### src/hw/nvac_pkg.sv
// package: constants and types for the data nonvolatile access control block
// Operation
// - read data lands in data register next cycle
// - data register holds until read or write
// - protect fuse never blocks the read path
// - write starts only after 55h, AAh, strobe
// - store strobe refused while store permit clear
// - store permit changed only by software writes
// - clearing permit never aborts a running write
// - completion clears strobe and sets done flag
// - done flag stays set until software clears
// - power-up clears store permit
// - power-up timer blocks writes for 64 ms
package nvac_pkg;
  // ***********************************************************
  // sizes and keys
  // ***********************************************************
  localparam int unsigned NVAC_ADDR_W = 8;
  localparam int unsigned NVAC_DATA_W = 8;
  localparam logic [7:0] NVAC_KEY_FIRST = 8'h55;
  localparam logic [7:0] NVAC_KEY_SECOND = 8'hAA;
  // ***********************************************************
  // timing
  // ***********************************************************
  localparam int unsigned NVAC_CLK_MHZ = 100;
  localparam int unsigned NVAC_PWRUP_MS = 64;
  // milliseconds times cycles per millisecond; kept in order so the product stays inside 32 bits
  localparam int unsigned NVAC_PWRUP_CYC = NVAC_PWRUP_MS * 1000 * NVAC_CLK_MHZ;
  localparam int unsigned NVAC_WRITE_CYC = 400;
  // ***********************************************************
  // states
  // ***********************************************************
  typedef enum logic [1:0] {NVAC_KEY_IDLE, NVAC_KEY_GOT1, NVAC_KEY_ARMED} nvac_key_t;
endpackage

### src/hw/nvac_arr_if.sv
// interface: array access signals between control and storage
`timescale 1ns/1ps
interface nvac_arr_if;
  import nvac_pkg::*;
  logic [NVAC_ADDR_W-1:0] addr;
  logic [NVAC_DATA_W-1:0] wdata;
  logic [NVAC_DATA_W-1:0] rdata;
  logic we;
  modport ctl (output addr, output wdata, output we, input rdata);
  modport mem (input addr, input wdata, input we, output rdata);
endinterface

### src/hw/nvac_array.sv
// module: byte-wide storage array with combinational read
`timescale 1ns/1ps
module nvac_array
  import nvac_pkg::*;
#(
  parameter int unsigned DEPTH = 256
) (
  input wire logic ref_clk,
  nvac_arr_if.mem arr
);
  // ***********************************************************
  // storage
  // ***********************************************************
  // no reset: contents model nonvolatile cells
  logic [NVAC_DATA_W-1:0] mem_ff [DEPTH];
  always_ff @(posedge ref_clk) begin
    if (arr.we) begin
      mem_ff[arr.addr] <= arr.wdata;
    end
  end
  assign arr.rdata = mem_ff[arr.addr];
endmodule

### src/hw/nvac_top.sv
// module: unlock, permit and write-cycle control for the data array
`timescale 1ns/1ps
module nvac_top
  import nvac_pkg::*;
#(
  parameter int unsigned PWRUP_CYC = NVAC_PWRUP_CYC,
  parameter int unsigned WRITE_CYC = NVAC_WRITE_CYC
) (
  input wire logic ref_clk,
  input wire logic rst,
  input wire logic addr_wr,
  input wire logic [7:0] addr_wdata,
  input wire logic data_wr,
  input wire logic [7:0] data_wdata,
  input wire logic ctrl_wr,
  input wire logic ctrl_program_space_select,
  input wire logic ctrl_config_space_select,
  input wire logic ctrl_store_permit,
  input wire logic ctrl_store_strobe,
  input wire logic ctrl_read_strobe,
  input wire logic ctrl_clear_done,
  input wire logic key_wr,
  input wire logic [7:0] key_wdata,
  input wire logic data_protect_fuse,
  output logic [7:0] nv_byte_address_reg,
  output logic [7:0] nv_byte_data_reg,
  output logic program_space_select,
  output logic config_space_select,
  output logic store_permit,
  output logic store_strobe,
  output logic store_done_flag,
  output logic pwrup_busy
);
  nvac_arr_if arr ();
  nvac_array #(.DEPTH(256)) nvac_array_i (.ref_clk(ref_clk), .arr(arr));

  // ***********************************************************
  // state
  // ***********************************************************
  logic [7:0] addr_ff, nxt_addr, data_ff, nxt_data;
  logic pgd_ff, nxt_pgd, cfg_ff, nxt_cfg, perm_ff, nxt_perm, wr_ff, nxt_wr, done_ff, nxt_done;
  nvac_key_t key_ff, nxt_key;
  logic [31:0] pwr_ff, nxt_pwr, wcnt_ff, nxt_wcnt;
  logic start, finish, rd_go, pwr_busy;

  assign pwr_busy = (pwr_ff != 32'h0);
  // fuse is deliberately unused: it guards external access only
  assign rd_go = ctrl_wr && ctrl_read_strobe && !ctrl_program_space_select && !ctrl_config_space_select;
  // strobe only honoured with permit already set and key armed
  assign start = ctrl_wr && ctrl_store_strobe && perm_ff && !wr_ff && (key_ff == NVAC_KEY_ARMED) && !pwr_busy;
  assign finish = wr_ff && (wcnt_ff == 32'h1);
  assign arr.addr = addr_ff;
  assign arr.wdata = data_ff;
  assign arr.we = finish;

  // ***********************************************************
  // software-visible registers
  // ***********************************************************
  always_comb begin
    nxt_addr = addr_wr ? addr_wdata : addr_ff;
    nxt_data = data_ff;
    if (rd_go) begin
      nxt_data = arr.rdata;
    end else if (data_wr) begin
      nxt_data = data_wdata;
    end
    nxt_pgd = ctrl_wr ? ctrl_program_space_select : pgd_ff;
    nxt_cfg = ctrl_wr ? ctrl_config_space_select : cfg_ff;
    // only a control write moves permit; the write machine never touches it
    nxt_perm = ctrl_wr ? ctrl_store_permit : perm_ff;
  end

  always_ff @(posedge ref_clk or posedge rst) begin
    if (rst) begin
      addr_ff <= 8'h00;
      data_ff <= 8'h00;
      pgd_ff <= 1'b0;
      cfg_ff <= 1'b0;
      perm_ff <= 1'b0;
    end else begin
      addr_ff <= nxt_addr;
      data_ff <= nxt_data;
      pgd_ff <= nxt_pgd;
      cfg_ff <= nxt_cfg;
      perm_ff <= nxt_perm;
    end
  end

  // ***********************************************************
  // power-up timer
  // ***********************************************************
  // counts down once per reset and then parks at zero
  always_comb begin
    nxt_pwr = pwr_busy ? pwr_ff - 32'h1 : pwr_ff;
  end

  always_ff @(posedge ref_clk or posedge rst) begin
    if (rst) begin
      pwr_ff <= PWRUP_CYC;
    end else begin
      pwr_ff <= nxt_pwr;
    end
  end

  // ***********************************************************
  // write cycle and completion flag
  // ***********************************************************
  always_comb begin
    nxt_wr = wr_ff;
    nxt_wcnt = wcnt_ff;
    if (start) begin
      nxt_wr = 1'b1;
      nxt_wcnt = WRITE_CYC;
    end else if (finish) begin
      nxt_wr = 1'b0;
      nxt_wcnt = 32'h0;
    end else if (wr_ff) begin
      nxt_wcnt = wcnt_ff - 32'h1;
    end
    // set wins over a same-cycle clear; enables play no part
    nxt_done = finish ? 1'b1 : ((ctrl_wr && ctrl_clear_done) ? 1'b0 : done_ff);
  end

  always_ff @(posedge ref_clk or posedge rst) begin
    if (rst) begin
      wr_ff <= 1'b0;
      done_ff <= 1'b0;
      wcnt_ff <= 32'h0;
    end else begin
      wr_ff <= nxt_wr;
      done_ff <= nxt_done;
      wcnt_ff <= nxt_wcnt;
    end
  end

  // ***********************************************************
  // unlock key tracker
  // ***********************************************************
  // any non-key write drops the arming, so one unlock covers one byte only
  always_comb begin
    nxt_key = key_ff;
    if (key_wr) begin
      unique case (key_ff)
        NVAC_KEY_IDLE: nxt_key = (key_wdata == NVAC_KEY_FIRST) ? NVAC_KEY_GOT1 : NVAC_KEY_IDLE;
        NVAC_KEY_GOT1: nxt_key = (key_wdata == NVAC_KEY_SECOND) ? NVAC_KEY_ARMED : NVAC_KEY_IDLE;
        NVAC_KEY_ARMED: nxt_key = (key_wdata == NVAC_KEY_FIRST) ? NVAC_KEY_GOT1 : NVAC_KEY_IDLE;
        default: nxt_key = NVAC_KEY_IDLE;
      endcase
    end else if (addr_wr || data_wr || ctrl_wr) begin
      nxt_key = NVAC_KEY_IDLE;
    end
  end

  always_ff @(posedge ref_clk or posedge rst) begin
    if (rst) begin
      key_ff <= NVAC_KEY_IDLE;
    end else begin
      key_ff <= nxt_key;
    end
  end

  assign nv_byte_address_reg = addr_ff;
  assign nv_byte_data_reg = data_ff;
  assign program_space_select = pgd_ff;
  assign config_space_select = cfg_ff;
  assign store_permit = perm_ff;
  assign store_strobe = wr_ff;
  assign store_done_flag = done_ff;
  assign pwrup_busy = pwr_busy;

  // ***********************************************************
  // checks
  // ***********************************************************
  property p_read_next;
    @(posedge ref_clk) disable iff (rst) rd_go |=> (nv_byte_data_reg == $past(arr.rdata));
  endproperty
  a_read_next: assert property (p_read_next) else $error("read data not loaded");

  property p_data_hold;
    @(posedge ref_clk) disable iff (rst) (!rd_go && !data_wr) |=> $stable(nv_byte_data_reg);
  endproperty
  a_data_hold: assert property (p_data_hold) else $error("data register changed");

  property p_no_permit;
    @(posedge ref_clk) disable iff (rst) (!store_permit && !store_strobe) |=> !store_strobe;
  endproperty
  a_no_permit: assert property (p_no_permit) else $error("strobe set without permit");

  property p_need_key;
    @(posedge ref_clk) disable iff (rst) ($rose(store_strobe)) |-> $past(key_ff == NVAC_KEY_ARMED);
  endproperty
  a_need_key: assert property (p_need_key) else $error("write without unlock");

  property p_permit_sw;
    @(posedge ref_clk) disable iff (rst) !$past(ctrl_wr) |-> $stable(store_permit);
  endproperty
  a_permit_sw: assert property (p_permit_sw) else $error("permit changed by hardware");

  property p_complete;
    @(posedge ref_clk) disable iff (rst) $fell(store_strobe) |-> store_done_flag;
  endproperty
  a_complete: assert property (p_complete) else $error("done not set at completion");

  property p_done_sticky;
    @(posedge ref_clk) disable iff (rst) (store_done_flag && !(ctrl_wr && ctrl_clear_done)) |=> store_done_flag;
  endproperty
  a_done_sticky: assert property (p_done_sticky) else $error("done flag lost");

  property p_pwrup;
    @(posedge ref_clk) disable iff (rst) pwrup_busy |=> !$rose(store_strobe);
  endproperty
  a_pwrup: assert property (p_pwrup) else $error("write during power-up");

  property p_duration;
    @(posedge ref_clk) disable iff (rst) $rose(store_strobe) |-> (wcnt_ff == WRITE_CYC);
  endproperty
  a_duration: assert property (p_duration) else $error("write length wrong");

  property p_tracker;
    @(posedge ref_clk) disable iff (rst) (!key_wr && (addr_wr || data_wr || ctrl_wr)) |=> key_ff == NVAC_KEY_IDLE;
  endproperty
  a_tracker: assert property (p_tracker) else $error("tracker not reset");

  property p_runs_on;
    @(posedge ref_clk) disable iff (rst) (store_strobe && (wcnt_ff != 32'h1)) |=> store_strobe;
  endproperty
  a_runs_on: assert property (p_runs_on) else $error("write cycle cut short");

  property p_key_used;
    @(posedge ref_clk) disable iff (rst) $rose(store_strobe) |-> (key_ff == NVAC_KEY_IDLE);
  endproperty
  a_key_used: assert property (p_key_used) else $error("unlock left armed after start");

  property p_done_set;
    @(posedge ref_clk) disable iff (rst) finish |=> store_done_flag;
  endproperty
  a_done_set: assert property (p_done_set) else $error("done flag not set at completion");
endmodule

### config.mk
export PLATFORM = sky130hd
export DESIGN_NAME = nvac_top
export DESIGN_NICKNAME = d
export VERILOG_FILES = /design/src/hw/nvac_pkg.sv /design/src/hw/nvac_arr_if.sv /design/src/hw/nvac_array.sv /design/src/hw/nvac_top.sv
export SDC_FILE = /design/constraint.sdc
export NUM_CORES = 2
export LEC_CHECK = 0
export BUFFER_PORTS_ARGS = -buffer_cell sky130_fd_sc_hd__buf_4
export CAP_MARGIN = 40
export CORE_ASPECT_RATIO = 1.25
export CORE_MARGIN = 5
export CORE_UTILIZATION = 63
export DETAILED_ROUTE_END_ITERATION = 12
export PLACE_DENSITY_LB_ADDON = 0.2
export SETUP_SLACK_MARGIN = 0.15
export SLEW_MARGIN = 20
export SYNTH_ARGS = -nofsm -noshare
export SYNTH_HDL_FRONTEND = slang
export SYNTH_SLANG_ARGS = --single-unit
### constraint.sdc
create_clock -name ref_clk -period 5.04 [get_ports ref_clk]
set_input_delay 0.756 -clock ref_clk [delete_from_list [all_inputs] [get_ports ref_clk]]
set_output_delay 0.756 -clock ref_clk [all_outputs]
set_load 0.05 [all_outputs]
==> metrics.txt <==
Compound-Gate Fraction of Synth Area=roughly 3.1%; Crit path required time=approximately 5.7 ns; ys flop type=edfxtp_1; DRC viols=0; number of buffer and inverter stages on the critical path=2; final net count=4561; Die Area=about 0.14 mm2; PwrDens=401 mW/mm2; cts bufs inserted=192; Routed WL per cell=34.4 um; Seq/Total Area, Yosys=75.9%; drt pass-1 iters=6; Syn-to-layout area delta=12.3%; period utilisation layout=86.1%; Async S/R FF share, synth=4.07%; layout cells sized above 1=25.4%; measured slew at the worst slew-check pin=1.03 ns; # IOs=59; Core Box Area=0.132 mm2; Commonest cells post-synth=2048 x edfxtp_1, 465 x mux4_2, 341 x nor2_1; leak pwr=about 30 nW; Total GRT Usage=31.7%; post-layout minimum cycle time=4.34 ns; worst slack, placed=0.812 ns; final setup TNS=0 ns; Clk Latency, worst-skew pair=0.84 ns; CP max-delay cell=dfrtp_4; htree depth=4; CP cell instances=nand2_1 > buf_4 > a211oi_1 > a2111oi_0 > o21ai_0 > nand4_1 > nor4_1 > buf_4 > a32oi_1; xor/xnor cell area share of the yosys netlist=0.418%; initial antenna violation count=9; synth unique cells=84; CTS tree=yes; remaining antenna violation count=0; Largest regs=nvac_array_i.mem_ff (2048), pwr_ff (32), wcnt_ff (32); Worst EP arrival=5.00 ns; mapped cell area=0.0839 mm2; Setup crit end kind=flop; WL final=roughly 220000 um; Root Buffer=clkbuf_16; number of synthesized flops with an enable pin=2048; Clk pin slew, worst setup/hold paths=around 0.060 ns; vias per cell=between 6 and 7; clk sink count=~2100; largest net degree at the start of global routing=209; post-synth top area cell=edfxtp_1; max_slew headroom=30.4%; number of global-route vias before repair=~44000; Post-Synthesis Cells=4194; RSZ-0062 raised after global routing=no; largest family of logic cells by synthesized area=multiplexers; syn_nets=around 4200; Post-CTS Setup Inserts=0; routability cong.=between 0.9 and 1; Starting DRT DRC Count=roughly 6700; Seq cells post-synth=about 2100; synthesized-area fraction occupied by and/or/nand/nor cells=under 10%; Initial Util=between 60% and 70%; Vias=44800; CP most frequent cell=buf_4; cts hold-fix bufs=1; maximum root-to-sink buffer count=3; final setup fails=0; post-CTS resize count=0; Top reg by flops=nvac_array_i.mem_ff; Mean Syn Cell Area=20.0 um2; fmax=0.230 GHz; Yosys top cell area share=between 70 and 80%; Area contributors post-synth=edfxtp_1 73%, mux4_2 12%, dfrtp_1 2.4%, mux2i_1 2.1%, nor2_1 1.5%; final-report hold violation count=0; Core Rows=approximately 150; run status=completed; IO buf count=57; dpl hpwl=137000 um; delay-heaviest family, CP=simple AND/OR/NAND/NOR gates; Max stage delay on crit path=0.97 ns; HP Class=input port to flop; max FFs per register=about 2000; Syn. warnings=0; Post-Synth Adder-Cell Area=less than 1%; grt total ovfl=0; Slew Viols, Final=0; Crit Path Category=flop to flop; max-cap violation count=0; top-count cell post-synth=edfxtp_1; CP Launch Type=flop; Die X=336 um; Clock Skew=between 0.03 and 0.04 ns; first-pass GRT wire length=315000 um; crit path max fanout=27; die height=418 um; Peak VDD IR=0.000374 V; multiplexer share of the synthesized area=14.9%; worst setup margin=0.701 ns
## report_power, final
group	internal [W]	switching [W]	total, W	leakage [nW]
clock network	0.00787	0.00633	0.0142	2.98
logic	0.00113	0.00226	0.00339	7.92
registers	0.0200	0.000206	0.0202	19.4
## area by class of cell
type	instances	area, um2
clock buffers	252	5100
flip-flops and latches	2135	63700
repair buffers	376	3300
well taps	1736	2170
multi-input cells	1803	18800
fillers	7718	38000
clock inverters	104	945
inverters	12	50.0
diodes	4	10.0
## worst paths after layout
path / startpoint / endpoint / slack, ns / cells past startpoint
max in group asynchronous: rst / pwr_ff[12]$_DFFE_PP0P_ / 3.31 / 4
setup reg to reg: nv_byte_address_reg[0]$_DFFE_PP0P_ / nv_byte_data_reg[2]$_DFFE_PP0P_ / 0.70 / 9
hold reg to reg: wcnt_ff[31]$_DFFE_PP0P_ / wcnt_ff[31]$_DFFE_PP0P_ / 0.47 / 1
hold / removal: addr_wdata[0] / nv_byte_address_reg[0]$_DFFE_PP0P_ / 0.14 / 3
setup / recovery: nv_byte_address_reg[0]$_DFFE_PP0P_ / nv_byte_data_reg[2]$_DFFE_PP0P_ / 0.70 / 9
min in group asynchronous: rst / nv_byte_address_reg[4]$_DFFE_PP0P_ / 0.60 / 3
## tightest hold or removal path, cell delays in order
cell and delay [ns]:
buf_4 0.08, nand2_1 0.03, o21ai_0 0.06
## stage by stage
step           util [%]  std cells  cell area, um2  hold WS (ns)  total power (W)
3_5_place_dp       66.3       6018           87700         0.457           0.0239
2_1_floorplan         -       4194           83900         0.431           0.0226
6_report           71.2       6422           94200         0.139           0.0378
3_3_place_gp       66.2       6001           87500         0.450           0.0238
5_1_grt            71.2       6418           94100         0.131           0.0388
4_1_cts            70.9       6375           93800        0.0899           0.0378
## cells in the final DEF (no fill, tap or decap), types with 67 or more instances in the layout
cell type	n
edfxtp_1	2048
mux4_2	465
nor2_1	336
buf_4	333
clkbuf_16	193
mux2i_1	180
nand2_1	152
a22oi_1	103
dfrtp_1	67
## routing by layer
metal	routed length (um)	vias up	track usage (%)
met5	14	-	0
met4	12200	2	14.5
met3	27200	619	8.72
met2	105000	3203	49.0
met1	77000	23100	43.2
li1	-	17900	-
## cell families (layout without fill, tap and decap cells)
| kind of cell | count (synthesis) | after routing |
|---|---|---|
| AOI/OAI and AO/OA | 377 | 377 |
| muxes | 662 | 662 |
| other | 0 | 4 |
| xor gates and xnor gates | 40 | 40 |
| adders and majority gates | 4 | 4 |
| DFF | 2135 | 2135 |
| buffers and inverters | 256 | 744 |
| and+or+nand+nor | 720 | 720 |
No activity file was read; power rests on OpenSTA's default activity.
